`src/logic/ddr_timing_pkg.sv`:
```
// Purpose: Constants for the DDR command-spacing host controller
// Assumes: 25 MHz reference clock, memory clock = reference / 2
// Notes:   Figures are the slowest speed grade; cycles round up, interval rounds down
`default_nettype none
package ddr_timing_pkg;
   // Clocking
   localparam int CLK_PS   = 40000;              // Reference clock period
   localparam int TCK_DIV  = 2;                  // Reference cycles per memory clock
   localparam int TCK_PS   = CLK_PS * TCK_DIV;   // Memory clock period
   // Minimum times, picoseconds
   localparam int MRD_PS   = 16000;              // mode_set_to_command_gap
   localparam int PDEX_PS  = 10000;              // powerdown_exit_gap
   localparam int XSNR_PS  = 80000;              // selfrefresh_exit_to_nonread_gap
   localparam int RAP_PS   = 20000;              // Activate to read with auto precharge
   localparam int RCD_PS   = 20000;              // activate_to_column_gap
   localparam int WR_PS    = 15000;              // write_recovery_time
   localparam int RP_PS    = 20000;              // precharge_period
   localparam int RFC_PS   = 80000;              // Refresh to next command
   localparam int REFI_PS  = 7800000;            // average_refresh_interval (maximum)
   localparam int XSRD_CK  = 200;                // selfrefresh_exit_to_read_gap, clocks
   localparam int REF_BURST_MAX = 8;             // Most refreshes owed at once
   // Cycle counts: minimums round up, the interval rounds down
   localparam int MRD_CK   = (MRD_PS  + TCK_PS - 1) / TCK_PS;
   localparam int PDEX_CK  = (PDEX_PS + TCK_PS - 1) / TCK_PS;
   localparam int XSNR_CK  = (XSNR_PS + TCK_PS - 1) / TCK_PS;
   localparam int RAP_CK   = (RAP_PS  + TCK_PS - 1) / TCK_PS;
   localparam int RCD_CK   = (RCD_PS  + TCK_PS - 1) / TCK_PS;
   localparam int WR_CK    = (WR_PS   + TCK_PS - 1) / TCK_PS;
   localparam int RP_CK    = (RP_PS   + TCK_PS - 1) / TCK_PS;
   localparam int RFC_CK   = (RFC_PS  + TCK_PS - 1) / TCK_PS;
   localparam int DAL_CK   = WR_CK + RP_CK;      // autoprecharge_write_recovery_cycles
   localparam int REFI_CK  = REFI_PS / TCK_PS;
   // Widths
   localparam int CNT_W    = 8;
   localparam int ROW_W    = 13;
   localparam int BANKS    = 4;
   localparam int AP_BIT   = 10;                 // Address bit that asks for auto precharge
   // Write strobe phases, reference cycles counted from 1 at the write command
   localparam logic [2:0] WPH_PRE  = 3'h3;       // Preamble, strobe driven low
   localparam logic [2:0] WPH_B0   = 3'h4;       // Strobe high, about a clock after sampling
   localparam logic [2:0] WPH_B1   = 3'h5;       // Strobe low, second beat
   localparam logic [2:0] WPH_POST = 3'h6;       // Postamble, half a memory clock
   localparam logic [2:0] WPH_LAST = 3'h7;       // Released
   // Pin command codes {csN, rasN, casN, weN}
   localparam logic [3:0] CMD_NOP  = 4'h7;
   localparam logic [3:0] CMD_ACT  = 4'h3;
   localparam logic [3:0] CMD_RD   = 4'h5;
   localparam logic [3:0] CMD_WR   = 4'h4;
   localparam logic [3:0] CMD_PRE  = 4'h2;
   localparam logic [3:0] CMD_REF  = 4'h1;
   localparam logic [3:0] CMD_MRS  = 4'h0;
   // User requests
   typedef enum logic [3:0] {
      REQ_MRS = 4'h0, REQ_ACT = 4'h1, REQ_RD = 4'h2, REQ_RDAP = 4'h3,
      REQ_WR = 4'h4, REQ_WRAP = 4'h5, REQ_PRE = 4'h6, REQ_PDEN = 4'h7,
      REQ_PDEX = 4'h8, REQ_SREN = 4'h9, REQ_SREX = 4'ha
   } req_e;
   // Power modes, each one step from active
   typedef enum logic [1:0] {
      MODE_ACTIVE = 2'b00, MODE_PDOWN = 2'b01, MODE_SREF = 2'b10
   } mode_e;
endpackage
`default_nettype wire

```
`src/logic/ddr_cmd_host.sv`:
```
// Purpose: Host side command sequencer that keeps DDR command spacing
// Assumes: ref_clk 25 MHz, memory clock made here at half that rate
// Notes:   Command, cke, bank and address pins change on the falling memory clock edge; read capture is not handled
`timescale 1ns/1ps
`default_nettype none
module ddr_cmd_host
   import ddr_timing_pkg::*;
#(
   parameter int DQ_W = 8
) (
   input  wire logic                ref_clk,
   input  wire logic                rst,
   input  wire logic                reqValid,
   input  wire logic [3:0]          reqCmd,
   input  wire logic [1:0]          reqBank,
   input  wire logic [ROW_W-1:0]    reqAddr,
   input  wire logic [2*DQ_W-1:0]   reqWdata,
   output var  logic                reqAck,
   output var  logic                reqErr,
   output var  logic                refBusy,
   output var  logic                ddrClk,
   output var  logic                ddrClkN,
   output var  logic                cke,
   output var  logic                csN,
   output var  logic                rasN,
   output var  logic                casN,
   output var  logic                weN,
   output var  logic [1:0]          ba,
   output var  logic [ROW_W-1:0]    addr,
   output var  logic [DQ_W-1:0]     dqOut,
   output var  logic                dqOe,
   output var  logic                dqsOut,
   output var  logic                dqsOe
);
   typedef struct packed {
      logic                          clk;
      logic                          clkN;
      logic                          refBusy;
      mode_e                         mode;
      logic                          cke;
      logic [3:0]                    cmd;
      logic [1:0]                    ba;
      logic [ROW_W-1:0]              addr;
      logic [DQ_W-1:0]               dq;
      logic                          dqOe;
      logic                          dqs;
      logic                          dqsOe;
      logic [2*DQ_W-1:0]             wdata;
      logic [2:0]                    wrPh;
      logic                          ack;
      logic                          err;
      logic [CNT_W-1:0]              gap;
      logic [CNT_W-1:0]              xsrd;
      logic [CNT_W-1:0]              wrRec;
      logic [BANKS-1:0][CNT_W-1:0]   rowCnt;
      logic [BANKS-1:0][CNT_W-1:0]   colCnt;
      logic [BANKS-1:0][CNT_W-1:0]   apCnt;
      logic [BANKS-1:0]              open;
      logic [CNT_W-1:0]              refT;
      logic [3:0]                    owed;
   } state_s;

   localparam logic [CNT_W-1:0] LD_MRD  = CNT_W'(MRD_CK - 1);
   localparam logic [CNT_W-1:0] LD_PDEX = CNT_W'(PDEX_CK - 1);
   localparam logic [CNT_W-1:0] LD_XSNR = CNT_W'(XSNR_CK - 1);
   localparam logic [CNT_W-1:0] LD_XSRD = CNT_W'(XSRD_CK - 1);
   localparam logic [CNT_W-1:0] LD_RCD  = CNT_W'(RCD_CK - 1);
   localparam logic [CNT_W-1:0] LD_RAP  = CNT_W'(RAP_CK - 1);
   localparam logic [CNT_W-1:0] LD_RP   = CNT_W'(RP_CK - 1);
   localparam logic [CNT_W-1:0] LD_RFC  = CNT_W'(RFC_CK - 1);
   localparam logic [CNT_W-1:0] LD_REFI = CNT_W'(REFI_CK - 1);
   // Write data ends two memory clocks after the command, so recovery starts two later
   localparam logic [CNT_W-1:0] LD_DAL  = CNT_W'(DAL_CK + 1);
   localparam logic [CNT_W-1:0] LD_WR   = CNT_W'(WR_CK + 1);
   // Read burst of two occupies one clock before precharge may begin
   localparam logic [CNT_W-1:0] LD_RDAP = CNT_W'(RP_CK);
   localparam logic [3:0]       OWE_MAX = 4'(REF_BURST_MAX);

   state_s s_r;
   state_s s_nxt;

   // Next-state: strobe sequencing every cycle, commands on memory clock ticks
   always_comb begin
      logic       tick;
      logic       mustRef;
      logic       legal;
      logic       ready;
      logic       owInc;
      logic       owDec;
      logic [1:0] b;
      tick  = s_r.clk;            // Memory clock falls at this edge
      mustRef = (s_r.owed == OWE_MAX);
      legal = 1'b0;
      ready = 1'b0;
      owInc = 1'b0;
      owDec = 1'b0;
      b     = reqBank;
      s_nxt = s_r;
      s_nxt.clk = ~s_r.clk;
      s_nxt.clkN = s_r.clk;       // Complement kept in its own flop
      s_nxt.ack = 1'b0;
      s_nxt.err = 1'b0;
      // Write strobe and data pins follow the phase count
      if (s_r.wrPh != 3'h0) begin
         s_nxt.wrPh = (s_r.wrPh == WPH_LAST) ? 3'h0 : s_r.wrPh + 3'h1;
      end
      unique case (s_nxt.wrPh)
         WPH_PRE: begin
            s_nxt.dqsOe = 1'b1;
            s_nxt.dqs   = 1'b0;
            s_nxt.dqOe  = 1'b1;
            s_nxt.dq    = s_r.wdata[DQ_W-1:0];
         end
         WPH_B0: begin
            s_nxt.dqs = 1'b1;
         end
         WPH_B1: begin
            s_nxt.dqs = 1'b0;
            s_nxt.dq  = s_r.wdata[2*DQ_W-1:DQ_W];
         end
         WPH_POST: begin
            s_nxt.dqs = 1'b0;
         end
         default: begin
            s_nxt.dqsOe = 1'b0;
            s_nxt.dqOe  = 1'b0;
            s_nxt.dqs   = 1'b0;
         end
      endcase
      if (tick) begin
         s_nxt.cmd = CMD_NOP;
         // Down-counters, one step per memory clock
         if (s_r.gap != '0) s_nxt.gap = s_r.gap - 1'b1;
         if (s_r.xsrd != '0) s_nxt.xsrd = s_r.xsrd - 1'b1;
         if (s_r.wrRec != '0) s_nxt.wrRec = s_r.wrRec - 1'b1;
         for (int i = 0; i < BANKS; i++) begin
            if (s_r.rowCnt[i] != '0) s_nxt.rowCnt[i] = s_r.rowCnt[i] - 1'b1;
            if (s_r.colCnt[i] != '0) s_nxt.colCnt[i] = s_r.colCnt[i] - 1'b1;
            if (s_r.apCnt[i] != '0) s_nxt.apCnt[i] = s_r.apCnt[i] - 1'b1;
         end
         // Interval timer; self refresh keeps the array alive by itself
         if (s_r.mode != MODE_SREF) begin
            if (s_r.refT == LD_REFI) begin
               s_nxt.refT = '0;
               owInc = 1'b1;
            end else begin
               s_nxt.refT = s_r.refT + 1'b1;
            end
         end
         // Refresh wins when owed eight, otherwise only when the user is idle
         if (s_r.mode == MODE_ACTIVE && s_r.owed != 4'h0 && s_r.open == '0 &&
             s_r.gap == '0 && s_r.wrPh == 3'h0 && (mustRef || !reqValid)) begin
            s_nxt.cmd = CMD_REF;
            s_nxt.gap = LD_RFC;
            owDec = 1'b1;
         end else if (reqValid && s_r.gap == '0) begin
            unique case (reqCmd)
               REQ_MRS: begin
                  legal = (s_r.mode == MODE_ACTIVE);
                  ready = (s_r.open == '0) && !mustRef;
                  if (legal && ready) begin
                     s_nxt.cmd = CMD_MRS;
                     s_nxt.gap = LD_MRD;
                  end
               end
               REQ_ACT: begin
                  legal = (s_r.mode == MODE_ACTIVE);
                  ready = !s_r.open[b] && s_r.rowCnt[b] == '0 && !mustRef;
                  if (legal && ready) begin
                     s_nxt.cmd       = CMD_ACT;
                     s_nxt.open[b]   = 1'b1;
                     s_nxt.colCnt[b] = LD_RCD;
                     s_nxt.apCnt[b]  = LD_RAP;
                  end
               end
               REQ_RD, REQ_RDAP: begin
                  legal = (s_r.mode == MODE_ACTIVE) && s_r.open[b];
                  ready = s_r.colCnt[b] == '0 && s_r.xsrd == '0 &&
                          s_r.wrPh == 3'h0 && !mustRef &&
                          (reqCmd == REQ_RD || s_r.apCnt[b] == '0);
                  if (legal && ready) begin
                     s_nxt.cmd = CMD_RD;
                     if (reqCmd == REQ_RDAP) begin
                        s_nxt.open[b]   = 1'b0;
                        s_nxt.rowCnt[b] = LD_RDAP;
                     end
                  end
               end
               REQ_WR, REQ_WRAP: begin
                  legal = (s_r.mode == MODE_ACTIVE) && s_r.open[b];
                  // Owing eight, a bank held open must be closed before more traffic
                  ready = s_r.colCnt[b] == '0 && s_r.wrPh == 3'h0 && !mustRef;
                  if (legal && ready) begin
                     s_nxt.cmd   = CMD_WR;
                     s_nxt.wrPh  = 3'h1;
                     s_nxt.wdata = reqWdata;
                     s_nxt.wrRec = LD_WR;
                     if (reqCmd == REQ_WRAP) begin
                        s_nxt.open[b]   = 1'b0;
                        s_nxt.rowCnt[b] = LD_DAL;
                     end
                  end
               end
               REQ_PRE: begin
                  legal = (s_r.mode == MODE_ACTIVE) && s_r.open[b];
                  ready = s_r.wrRec == '0 && s_r.wrPh == 3'h0;
                  if (legal && ready) begin
                     s_nxt.cmd       = CMD_PRE;
                     s_nxt.open[b]   = 1'b0;
                     s_nxt.rowCnt[b] = LD_RP;
                  end
               end
               REQ_PDEN: begin
                  legal = (s_r.mode == MODE_ACTIVE);
                  ready = s_r.wrPh == 3'h0 && !mustRef;
                  if (legal && ready) begin
                     s_nxt.cke  = 1'b0;
                     s_nxt.mode = MODE_PDOWN;
                  end
               end
               REQ_PDEX: begin
                  legal = (s_r.mode == MODE_PDOWN);
                  ready = 1'b1;
                  if (legal) begin
                     s_nxt.cke  = 1'b1;
                     s_nxt.mode = MODE_ACTIVE;
                     s_nxt.gap  = LD_PDEX;
                  end
               end
               REQ_SREN: begin
                  legal = (s_r.mode == MODE_ACTIVE);
                  ready = s_r.open == '0 && s_r.wrPh == 3'h0;
                  if (legal && ready) begin
                     s_nxt.cmd  = CMD_REF;
                     s_nxt.cke  = 1'b0;
                     s_nxt.mode = MODE_SREF;
                  end
               end
               REQ_SREX: begin
                  legal = (s_r.mode == MODE_SREF);
                  ready = 1'b1;
                  if (legal) begin
                     s_nxt.cke  = 1'b1;
                     s_nxt.mode = MODE_ACTIVE;
                     s_nxt.gap  = LD_XSNR;
                     s_nxt.xsrd = LD_XSRD;
                     s_nxt.refT = '0;
                  end
               end
               default: begin
                  legal = 1'b0;
                  ready = 1'b1;
               end
            endcase
            // Illegal requests answer at once so the user never hangs
            s_nxt.ack = ready || !legal;
            s_nxt.err = !legal;
            if (legal && ready) begin
               s_nxt.ba   = reqBank;
               s_nxt.addr = reqAddr;
               if (reqCmd == REQ_RD || reqCmd == REQ_WR) s_nxt.addr[AP_BIT] = 1'b0;
               if (reqCmd == REQ_RDAP || reqCmd == REQ_WRAP) s_nxt.addr[AP_BIT] = 1'b1;
               if (reqCmd == REQ_PRE) s_nxt.addr[AP_BIT] = 1'b0;
            end
         end
         // Owed count; the cap is never passed because an increment at the cap is dropped
         if (owInc && !owDec && s_r.owed != OWE_MAX) s_nxt.owed = s_r.owed + 4'h1;
         if (owDec && !owInc) s_nxt.owed = s_r.owed - 4'h1;
         if (s_nxt.mode == MODE_SREF) s_nxt.owed = 4'h0;
         s_nxt.refBusy = (s_nxt.owed == OWE_MAX);
      end
   end

   // State register
   always_ff @(posedge ref_clk) begin
      if (rst) begin
         s_r      <= '0;
         s_r.mode <= MODE_ACTIVE;
         s_r.cke  <= 1'b1;
         s_r.clkN <= 1'b1;
         s_r.cmd  <= CMD_NOP;
      end else begin
         s_r <= s_nxt;
      end
   end

   // Pins straight from the state register
   assign ddrClk  = s_r.clk;
   assign ddrClkN = s_r.clkN;
   assign cke     = s_r.cke;
   assign csN     = s_r.cmd[3];
   assign rasN    = s_r.cmd[2];
   assign casN    = s_r.cmd[1];
   assign weN     = s_r.cmd[0];
   assign ba      = s_r.ba;
   assign addr    = s_r.addr;
   assign dqOut   = s_r.dq;
   assign dqOe    = s_r.dqOe;
   assign dqsOut  = s_r.dqs;
   assign dqsOe   = s_r.dqsOe;
   assign reqAck  = s_r.ack;
   assign reqErr  = s_r.err;
   assign refBusy = s_r.refBusy;
endmodule
`default_nettype wire

```
`config.mk`:
```
export PLATFORM = sky130hd
export DESIGN_NAME = ddr_cmd_host
export DESIGN_NICKNAME = d
export VERILOG_FILES = /design/src/logic/ddr_timing_pkg.sv /design/src/logic/ddr_cmd_host.sv
export SDC_FILE = /design/constraint.sdc
export NUM_CORES = 1
export LEC_CHECK = 0
export ABC_AREA = 1
export BUFFER_PORTS_ARGS = -buffer_cell sky130_fd_sc_hd__buf_2
export CORE_MARGIN = 2
export CORE_UTILIZATION = 45
export CTS_BUF_LIST = sky130_fd_sc_hd__clkbuf_8
export CTS_CLUSTER_SIZE = 25
export DETAILED_ROUTE_END_ITERATION = 10
export GPL_TIMING_DRIVEN = 0
export PLACE_DENSITY_LB_ADDON = 0.08
export SYNTH_ARGS = -nofsm -noshare
export SYNTH_HDL_FRONTEND = slang
export SYNTH_SLANG_ARGS = --single-unit
```
`constraint.sdc`:
```
create_clock -name ref_clk -period 2.1 [get_ports ref_clk]
set_clock_uncertainty 0.15 [all_clocks]
set_input_delay 0.21 -clock ref_clk [delete_from_list [all_inputs] [get_ports ref_clk]]
set_output_delay 0.21 -clock ref_clk [all_outputs]
set_load 0.02 [all_outputs]
```
# ---- After elaboration in Yosys (flattened, before gate mapping)
# Cells that the tools add are included.
dict set report classes {
  bitwise 16
  eq_ne 36
  reduce_logical 81
  magnitude_cmp 2
  muxes 111
  addsub 19
}
# operator count
set ops {}
lappend ops {{$mux 8} 40}
lappend ops {{$mux 141} 1}
lappend ops {{$mux 137} 1}
lappend ops {{$mux 32} 4}
lappend ops {{$mux 124} 1}
lappend ops {{$reduce_bool 8->1} 15}
lappend ops {{$sub 8x1->8 const B} 15}
lappend ops {{$and 32x32->32} 3}
lappend ops {{$pmux 32 s3} 1}
lappend ops {{$mux 68} 1}
lappend ops {{$mux 64} 1}
lappend ops {{$bmux 8 s2} 3}
lappend ops {{$logic_not 8->1} 6}
lappend ops {{$mux 4} 10}
lappend ops {{$mux 40} 1}
lappend ops {{$mux 3} 12}
lappend ops {{$not 32->32} 1}
lappend ops {{$logic_and 1x1->1} 31}
lappend ops {{$and 28x28->28} 1}
lappend ops {{$not 28->28} 1}
lappend ops {{$and 24x24->24} 1}
lappend ops {{$not 24->24} 1}
lappend ops {{$pmux 4 s6} 1}
lappend ops {{$pmux 8 s3} 1}
lappend ops {{other kinds (57)} 112}
dict set report totals {
  elab_cells 298
  input_bits 38
  ff_bits 192
  out_inout_bits 36
}

# ---- Depth between registers and ports, before layout
# Gate-level depths: netlist (run 1).
dict set report depth {
  depth_word 20
  mapped_depth 17
  depth_no_buf 17
}

# ---- Worst setup path after synthesis (run 1)
# OpenSTA, ideal clock, no wires.
dict set report synth_path {
  path_type {register to register}
  startpoint {register s_r[120] in the netlist's numbering}
  endpoint {register s_r, in the netlist addr[0]}
  arrival_time_ns 1.902
  n_path_buf 1
  path_slack_ns -0.065
  period_less_slack_ns 2.165
  path_stages_with_launch 13
  path_cell_list {dfxtp_1 > inv_1 > ha_1 > nand2_1 > nor3_2 > nand3_2 > nor3_4 > nand3_1 > nand3b_1 > nand2_2 > buf_2 > o21ai_1 > nor2_1}
}
dict set report synth_via {
  elab_chain_cells 11
}
# element line_no
set synth_lines {}
lappend synth_lines {{from (decl)} ddr_cmd_host.sv:79} ;# state_s s_r;
lappend synth_lines {{from (signal assigned)} ddr_cmd_host.sv:283} ;# s_r <= s_nxt;
lappend synth_lines {{$logic_not 8->1} ddr_cmd_host.sv:178} ;# ready = s_r.colCnt[b] == '0 && s_r.xsrd == '0 &&
lappend synth_lines {{$logic_and 1x1->1 (2 in series)} ddr_cmd_host.sv:178}
lappend synth_lines {{$logic_and 1x1->1 (2 in series)} ddr_cmd_host.sv:179} ;# s_r.wrPh == 3'h0 && !mustRef &&
lappend synth_lines {{$pmux 1 s7} ddr_cmd_host.sv:157} ;# unique case (reqCmd)
lappend synth_lines {{$mux 1} ddr_cmd_host.sv:156} ;# end else if (reqValid && s_r.gap == '0) begin
lappend synth_lines {{$mux 1} ddr_cmd_host.sv:151} ;# if (s_r.mode == MODE_ACTIVE && s_r.owed != 4'h0 && s_r.open == '0 &&
lappend synth_lines {{$mux 1} ddr_cmd_host.sv:130} ;# if (tick) begin
lappend synth_lines {{$logic_and 1x1->1} ddr_cmd_host.sv:258} ;# if (legal && ready) begin
lappend synth_lines {{$reduce_and 4->1 (no source line)} --}
# Every way passes these cells. The select of a mux whose other input is x is not followed.
# A chain may end at the register's enable or synchronous reset.

# ---- Final worst setup path (run 1)
dict set report layout_path {
  startpoint {register s_r[26] in the netlist's numbering}
  endpoint {register s_r, in the netlist addr[8]}
}
dict set report layout_via {
  elab_chain_cells 11
}
# element line_no
set layout_lines {}
lappend layout_lines {{$bmux 8 s2} ddr_cmd_host.sv:180} ;# (reqCmd == REQ_RD || s_r.apCnt[b] == '0);
lappend layout_lines {{$mux 8 (not written as such)} ddr_cmd_host.sv:180}
lappend layout_lines {{$logic_not 8->1} ddr_cmd_host.sv:180}
lappend layout_lines {{$logic_or 1x1->1} ddr_cmd_host.sv:180}
lappend layout_lines {{$logic_and 1x1->1} ddr_cmd_host.sv:179}
lappend layout_lines {{$pmux 1 s7} ddr_cmd_host.sv:157}
lappend layout_lines {{$mux 1} ddr_cmd_host.sv:156}
lappend layout_lines {{$mux 1} ddr_cmd_host.sv:151}
lappend layout_lines {{$mux 1} ddr_cmd_host.sv:130}
lappend layout_lines {{$logic_and 1x1->1} ddr_cmd_host.sv:258}
lappend layout_lines {{$reduce_and 4->1 (no source line)} --}
# Every way passes these cells. The select of a mux whose other input is x is not followed.

==> results.cfg, run 1 <==
[synth]
yosys_warnings = 0
ys_seq_area_share_pct = 35.2
ys.flop_type = dfxtp_1
synth_enable_flop_cells = 0
synth_cells = 1585
ys_types = 46
syn_area_per_cell_um2 = 6.86
synth_nets = 1659
ys_ff_latch = 191
netlist_area_mm2 = 0.0109
async_flop_share_pct = 0

[floorplan]
rows = 56
io_pins = 74
initial_utilization_pct = 46.1
die_area_mm2 = 0.0254
fp.dieW_um = 159
core_mm2 = 0.0236
die_y_um = 159

[setup_path]
critPathBufInv = 2
cp.arrival_ns = 2.63
required_ns = 2.34
critPathSlowestCell = dfxtp_1
slowest_delay_ns = 0.36
startpoint_type = flip-flop
setup.worst_path.class = reg -> reg
endpoint_kind = flip-flop
critical_path.max_fanout = 6
path_delay_family = simple AND/OR/NAND/NOR gates
crit_chain = nor2_2 > nand4_1 > nand2_1 > nand2_2 > o21ai_4 > buf_4 > nand3_2 > nand3b_1 > nand2_4 > buf_6 > o21ai_1 > nor2_1

[pwr]
p_int_w = 0.0107
p_sw_share_pct = 47.9
power_leakage_nw = 6.70
pwr-share-clk_pct = 12.7
p_switching_w = 0.00986
p_comb_share_pct = 60.6
p_per_area_mw_per_mm2 = 1390
seq_power_share_pct = 26.7
vdd_drop_max_mv = 1.11

[timing]
maxSlewHeadroom_pct = 40.1
slew_violations = 0
fin_crit_sh_pct = 114
max_freq_mhz = 419
setup_viol = 162
tightest_slew_ns = 0.898
rsz0062_at_grt = yes
finalHoldViolCount = 0
worst_slack_ns = -0.289
post-route-min-period_ns = 2.39

[layout]
layout-area-overhead-vs-synth_pct = 36.6
diodes = 0
seq_area_mm2 = 0.00386
fill_cells = 2166
final_common_cell = nand2_1
num-nets-final = 1900
drive_gt1_share_pct = 31.0
final_util_pct = 62.9
multi_input_area_mm2 = 0.00719
most-common-layout-cells = nand2_1 (337), dfxtp_1 (169), inv_1 (162)

[global_route]
grt_max_degree = 23
grt_pass1_vias = 10400
overflow = 0
grt_pass1_wl_mm = 51.8
antenna_found_initial = 0
grt_use_total_pct = 24.9

[placed_design]
place_congestion = 0.911
dp.final_hpwl_mm = 21.5
place_ws_ns = -1.09
port_buffers = 71

[clock_network]
cts_tree = built
clock_sinks = 191
clkSlewWorstSetupHoldPaths_ns = 0.12
cts_made_buffers = 17
clk_path_buf_depth = 2
htreeDepth = 4
cts-root-buf = clkbuf_8
clock_latency_ns = 0.49

[run_status]
status = finished, violations left
violations = negative setup slack

[routing]
wl_mm = 32.8
post_drt_wl_per_cell_um = 15.2
vias_per_cell = 5.19
first_iter_violations = 705
dr.pass1.iters = 5
route.detailed.drc = 0
vias = 11200
final_antenna_net_count = 0

[run]
drv_cap = 0

[hold_path]
hold_path_class = in -> reg
==> repair_timing <==
action,in CTS,in global routing
hold buffers,31,0
pin swaps,96,65
gates cloned,5,4
setup endpoints to repair,188,183
endpoints found under the hold margin,31,0
buffers inserted,83,33
resized for setup,304,165
==> cell families (layout without fill, tap and decap cells) <==
family	after synthesis	after routing	share of synthesized area, %
flops	191	191	35.2
buf+inv	261	513	10.2
fa+ha+maj	36	36	4.14
other cells	1	1	0.0345
compound gates	266	266	13.4
simple gates	753	755	30.8
xor+xnor	77	77	6.20
==> flip-flops by register name (all words and copies together), names as in the netlist <==
| name | flops |
|---|---|
| dqsOe | 1 |
| rasN | 1 |
| weN | 1 |
| ddrClk | 1 |
| dqOut | 8 |
| casN | 1 |
| ddrClkN | 1 |
| reqAck | 1 |
| refBusy | 1 |
| s_r | 157 |
| cke | 1 |
| reqErr | 1 |
| addr | 13 |
| dqsOut | 1 |
| ba | 2 |
==> final timing paths <==
kind | endpoint | depth (start not counted) | start | slack, ns
setup / recovery | addr[8] | 12 | s_r[26] | -0.29
hold / removal | s_r[15] | 5 | reqCmd[0] | 0.11
setup reg to reg | addr[8] | 12 | s_r[26] | -0.29
hold reg to reg | refBusy | 2 | refBusy | 0.30
==> per-stage QoR <==
step	area, µm²	hold slack [ns]	power (W)	instances	TNS [ns]
finish	14900	0.107	0.0206	2158	-26.20
global route	14900	0.100	0.0224	2158	-40.79
CTS	14000	0.0690	0.0196	2124	-15.85
detailed placement	11700	0.283	0.0148	1975	-92.64
global placement	11700	0.279	0.0147	1975	-91.39
floorplan	10900	0.206	0.0129	1585	0
==> synthesized netlist by cell type (12+ instances only) <==
master    instances  area [µm²]
clkbuf_1         26        97.6
a21oi_1          52         260
nand3_1          92         460
nor2_1          162         608
ha_1             36         450
o211ai_1         12        90.1
nand4_1          43         269
nor3_1           16        80.1
inv_2            13        48.8
dfxtp_1         191        3820
o21ai_0         102         510
o22ai_1          34         213
o21ai_1          45         225
inv_1           184         691
xor2_1           68         596
nand2_1         380        1430
buf_4            26         195
==> cell type report <==
cell class | count | area share [%]
Multi-Input combinational cell | 1135 | 48.4
Sequential cell | 191 | 26.0
Timing Repair Buffer | 220 | 12.0
Inverter | 199 | 5.23
Buffer | 62 | 2.86
Tap cell | 319 | 2.69
Clock buffer | 17 | 1.57
Clock inverter | 15 | 1.31
==> worst min-delay path: cells and delay by family <==
| kind | cells | cell delay (ns) |
|---|---|---|
| and+or+nand+nor | 4 | 0.34 |
| buffers and inverters | 1 | 0.15 |
==> power by group through the flow <==
stage	clock network [W]	registers (W)	logic [W]
floorplan	0	0.00529	0.00763
global placement	0	0.00542	0.00927
detailed placement	0	0.00543	0.00936
CTS	0.00267	0.00546	0.0115
global route	0.00281	0.00565	0.0139
finish	0.00262	0.00551	0.0125
==> metal layers <==
layer | wire [µm] | GRT usage [%] | vias to the layer above
met4 | 612 | 6.16 | 0
met5 | 0 | 0 | -
li1 | - | - | 5651
met3 | 1590 | 4.17 | 58
met1 | 14700 | 33.1 | 5201
met2 | 15900 | 42.3 | 293
No activity file was read; power rests on OpenSTA's default activity.
==> run 2, diff against run 1 <==
- CORE_UTILIZATION: 45 -> 38
==> run 2 against run 1 <==
Net effect: the run still ends with negative setup slack left; maximum frequency increased by 1.6%; flip-flop and latch count unchanged; sequential power about the same; cell area decreased by 0.51%; non-clock buffer count decreased by 23.
==> results.cfg, run 2 (synthesis results as in run 1) <==
[timing]
worst_slack_ns = -0.251
fin_crit_sh_pct = 112
post-route-min-period_ns = 2.35
rsz0062_at_grt = yes
finalHoldViolCount = 0
max_freq_mhz = 425
tightest_slew_ns = 0.915
slew_violations = 0
maxSlewHeadroom_pct = 39.0
setup_viol = 156

[global_route]
grt_max_degree = 19
grt_pass1_vias = 10400
antenna_found_initial = 0
grt_pass1_wl_mm = 53.0
overflow = 0
grt_use_total_pct = 21.7

[routing]
vias_per_cell = 5.05
vias = 11100
final_antenna_net_count = 0
post_drt_wl_per_cell_um = 15.2
wl_mm = 33.3
route.detailed.drc = 0
dr.pass1.iters = 6
first_iter_violations = 572

[clock_network]
cts-root-buf = clkbuf_8
cts_made_buffers = 17
cts_tree = built
clkSlewWorstSetupHoldPaths_ns = 0.10
clock_latency_ns = 0.50
htreeDepth = 4
clock_sinks = 191
clk_path_buf_depth = 2

[layout]
diodes = 0
drive_gt1_share_pct = 31.3
instances_no_fill = 2194
largest_reg_flops = 157
final_util_pct = 52.8
most-common-layout-cells = nand2_1 (326), dfxtp_1 (178), inv_1 (159)
final_common_cell = nand2_1
num-nets-final = 1877
layout-area-overhead-vs-synth_pct = 35.9
top_register = s_r

[floorplan]
io_pins = 74
initial_utilization_pct = 38.8
die_area_mm2 = 0.0300
die_y_um = 173
rows = 61
core_mm2 = 0.0280
fp.dieW_um = 173

[hold_path]
hold_path_class = in -> reg
min_from = reqValid

[setup_path]
r2r_start = s_r[138]
startpoint_type = flip-flop
required_ns = 2.32
startpoint = s_r[138]
slowest_delay_ns = 0.34
critical_path.max_fanout = 6
critPathSlowestCell = dfxtp_2
setup.worst_path.class = reg -> reg
cp.arrival_ns = 2.57
crit_chain = inv_2 > ha_4 > inv_2 > nor2_4 > nand2_4 > inv_6 > nand3_4 > nor3_4 > buf_6 > nand4_1 > nand2_1 > nand4_1 > buf_6 > nand3_2 > nand2_1
endpoint_kind = flip-flop

[placed_design]
dp.final_hpwl_mm = 22.7
port_buffers = 71
dp_cells = 2034
place_congestion = 0.913

[pwr]
p_per_area_mw_per_mm2 = 1350
power_leakage_nw = 6.60
vdd_drop_max_mv = 0.792

[run_status]
violations = negative setup slack
status = finished, violations left

[run]
drv_cap = 0
## run 2: worst paths after layout
kind	endpoint	slack (ns)	depth (start not counted)
setup / recovery	s_r[103]	-0.25	15
hold / removal	cke	0.15	5
setup reg to reg	s_r[103]	-0.25	15
hold reg to reg	s_r[153]	0.30	2
## run 2: area by class of cell
type / count / area [µm²]
Fill cell: 2735 / 13200
Tap cell: 378 / 473
Timing Repair Buffer: 197 / 1650
Sequential cell: 191 / 3840
Clock buffer: 18 / 248
Inverter: 199 / 779
Clock inverter: 14 / 134
Buffer: 62 / 432
Multi-Input combinational cell: 1135 / 7220
## run 2: timing repair
item                                    4_1_cts  5_1_grt
cloned                                        4        4
hold endpoints to repair                     31        0
hold buffers                                 31        0
pin swaps                                    71       99
buffers inserted                             67       30
gates resized for setup                     237      223
endpoints found under the setup margin      188      181
## run 2: where the power goes
group          switching, W  internal [W]  leakage (nW)  total (W)
logic               0.00717       0.00488          4.85     0.0120
registers          0.000888       0.00460          1.56    0.00549
clock network       0.00151      0.000899         0.191    0.00241
## run 2: metal layers
layer | GRT usage, % | vias to the layer above | share of wire, %
met1 | 28.9 | 5203 | 46
met5 | 0 | - | 0
li1 | - | 5597 | -
met3 | 2.64 | 50 | 4.4
met4 | 6.81 | 0 | 2.5
met2 | 36.8 | 223 | 47
## run 2: metrics by stage
stage	hold slack [ns]	cell area, µm²	TNS, ns	setup WS (ns)	total power [W]
CTS	0.122	13800	-16.06	-0.191	0.0190
global route	0.155	14800	-45.85	-0.377	0.0218
global placement	0.280	11700	-105.86	-1.22	0.0148
finish	0.155	14800	-23.74	-0.251	0.0199
detailed placement	0.284	11700	-107.29	-1.21	0.0149
floorplan	0.206	10900	0	0.0103	0.0129
## run 2: critical path: cells and delay by family (launching register included)
family                     cells  cell delay [ns]
adders and majority gates      1             0.13
buffers and inverters          5             0.50
DFF                            1             0.34
and+or+nand+nor                9             1.12
==> run 3, diff against run 2 <==
- SETUP_SLACK_MARGIN: unset -> 0.02
- TNS_END_PERCENT: unset -> 1
==> run 3 against run 2 <==
Net effect: the flow still finishes with violations (negative setup slack); combinational power decreased by 9%; clock power about the same; power decreased by 5.8%; critical endpoint is now s_r[28].
==> results.cfg, run 3 (synthesis results as in run 1) <==
[run_status]
status = finished, violations left
violations = negative setup slack

[pwr]
power_w = 0.0188
p_per_area_mw_per_mm2 = 1410
seq_power_share_pct = 29.1
p_int_w = 0.00979
power_leakage_nw = 6.01
p_switching_w = 0.00901
vdd_drop_max_mv = 1.15
pwr-share-clk_pct = 13.0
p_sw_share_pct = 47.9
p_comb_share_pct = 57.9

[floorplan]
initial_utilization_pct = 38.8
fp.dieW_um = 173
die_area_mm2 = 0.0300
io_pins = 74
rows = 61
core_mm2 = 0.0280
die_y_um = 173

[global_route]
grt_use_total_pct = 21.3
grt_pass1_wl_mm = 51.9
grt_max_degree = 19
overflow = 0
grt_pass1_vias = 10200
antenna_found_initial = 0

[layout]
final_util_pct = 47.5
num-nets-final = 1813
multi_input_area_mm2 = 0.00647
drive_gt1_share_pct = 19.8
fill_cells = 2938
most-common-layout-cells = nand2_1 (356), dfxtp_1 (178), inv_1 (166)
final_common_cell = nand2_1
seq_area_mm2 = 0.00384
diodes = 0
largest_reg_flops = 157
top_register = s_r
layout-area-overhead-vs-synth_pct = 22.3
instances_no_fill = 2130

[routing]
vias = 10500
vias_per_cell = 4.93
route.detailed.drc = 0
post_drt_wl_per_cell_um = 14.9
wl_mm = 31.8
final_antenna_net_count = 0
first_iter_violations = 610
dr.pass1.iters = 5

[clock_network]
clkSlewWorstSetupHoldPaths_ns = 0.11
htreeDepth = 4
clock_latency_ns = 0.49
clock_sinks = 191
cts_made_buffers = 17
cts_tree = built
clk_path_buf_depth = 2
cts-root-buf = clkbuf_8

[timing]
fin_hold_ws_ns = 0.0971
rsz0062_at_grt = yes
fin_crit_sh_pct = 114
slew_violations = 0
maxSlewHeadroom_pct = 36.8
worst_slack_ns = -0.301
max_freq_mhz = 416
post-route-min-period_ns = 2.40
finalHoldViolCount = 0
setup_viol = 173
tightest_slew_ns = 0.947

[setup_path]
critical_path.max_fanout = 6
r2r-end = s_r[28]
startpoint = s_r[138]
required_ns = 2.38
r2r_start = s_r[138]
crit_chain = inv_2 > ha_4 > inv_2 > nor2_4 > inv_4 > nor2_4 > nand2_4 > nor2_4 > nor2_4 > buf_12 > nand2_8 > buf_6 > nor3_4 > nor3_4 > nand2_1 > o21ai_1
rrSetupSlack_ns = -0.30
rr_worst_depth = 16
critPathSlowestCell = dfxtp_2
cp_common_cell = nor2_4
slowest_delay_ns = 0.35
startpoint_type = flip-flop
setup.worst_path.class = reg -> reg
cp.arrival_ns = 2.68
endpoint_kind = flip-flop

[run]
drv_cap = 0

[hold_path]
min_from = reqValid
whs_endpoint = cke
whs_path_depth = 5
hold_path_class = in -> reg

[placed_design]
port_buffers = 71
dp.final_hpwl_mm = 23.0
place_congestion = 0.882
dp_cells = 2034
-- run 3: worst max-delay path, delay by kind of cell (launching register included) --
family          cells  cell delay, ns
simple gates        9            1.17
buf+inv             5            0.44
flops               1            0.35
fa+ha+maj           1            0.12
compound gates      1            0.09
-- run 3: final cells by class --
cell class	count	share of cell area [%]
tap	378	3.56
inverter	199	5.76
clock inverter	13	0.951
timing repair buffer	135	7.29
buffer	62	2.95
clock buffer	19	1.97
sequential	191	28.9
multi-input combinational	1133	48.6
-- run 3: how the worst max path moves through the flow --
stage / endpoint / slack [ns] / cells after the start
after global placement: s_r[17] / -1.08 / 8
after detailed placement: s_r[17] / -1.09 / 8
after global routing: s_r[28] / -0.45 / 16
final: s_r[28] / -0.30 / 16
after floorplan: addr[0] / -0.02 / 16
after CTS: s_r[114] / -0.36 / 13
-- run 3: what timing repair did --
action                                 4_1_cts  5_1_grt
pin swaps                                   38       33
buffers inserted                            26        9
resized for setup                          146       49
setup endpoints to repair                  188      186
endpoints found under the hold margin       31        0
hold buffers                                31        0
-- run 3: power groups by stage --
stage               clock network, W  logic (W)  registers (W)
finish                       0.00244     0.0109        0.00547
global route                 0.00266     0.0124        0.00561
CTS                          0.00253     0.0106        0.00543
detailed placement                 0    0.00949        0.00543
global placement                   0    0.00941        0.00543
floorplan                          0    0.00762        0.00529
-- run 3: per-layer routing --
layer	up-vias	wire, µm	GRT usage, %
met1	4818	15000	28.1
li1	5464	-	-
met4	0	726	6.67
met5	-	0	0
met3	42	1170	3.41
met2	180	14900	35.8
-- run 3: stage by stage --
stage | setup TNS, ns | instance area (µm²) | worst slack (ns)
6_report | -28.47 | 13300 | -0.301
4_1_cts | -28.66 | 13100 | -0.362
3_3_place_gp | -122.18 | 11700 | -1.08
5_1_grt | -49.51 | 13300 | -0.453
3_5_place_dp | -125.20 | 11700 | -1.09
2_1_floorplan | -0.229 | 10900 | -0.0206
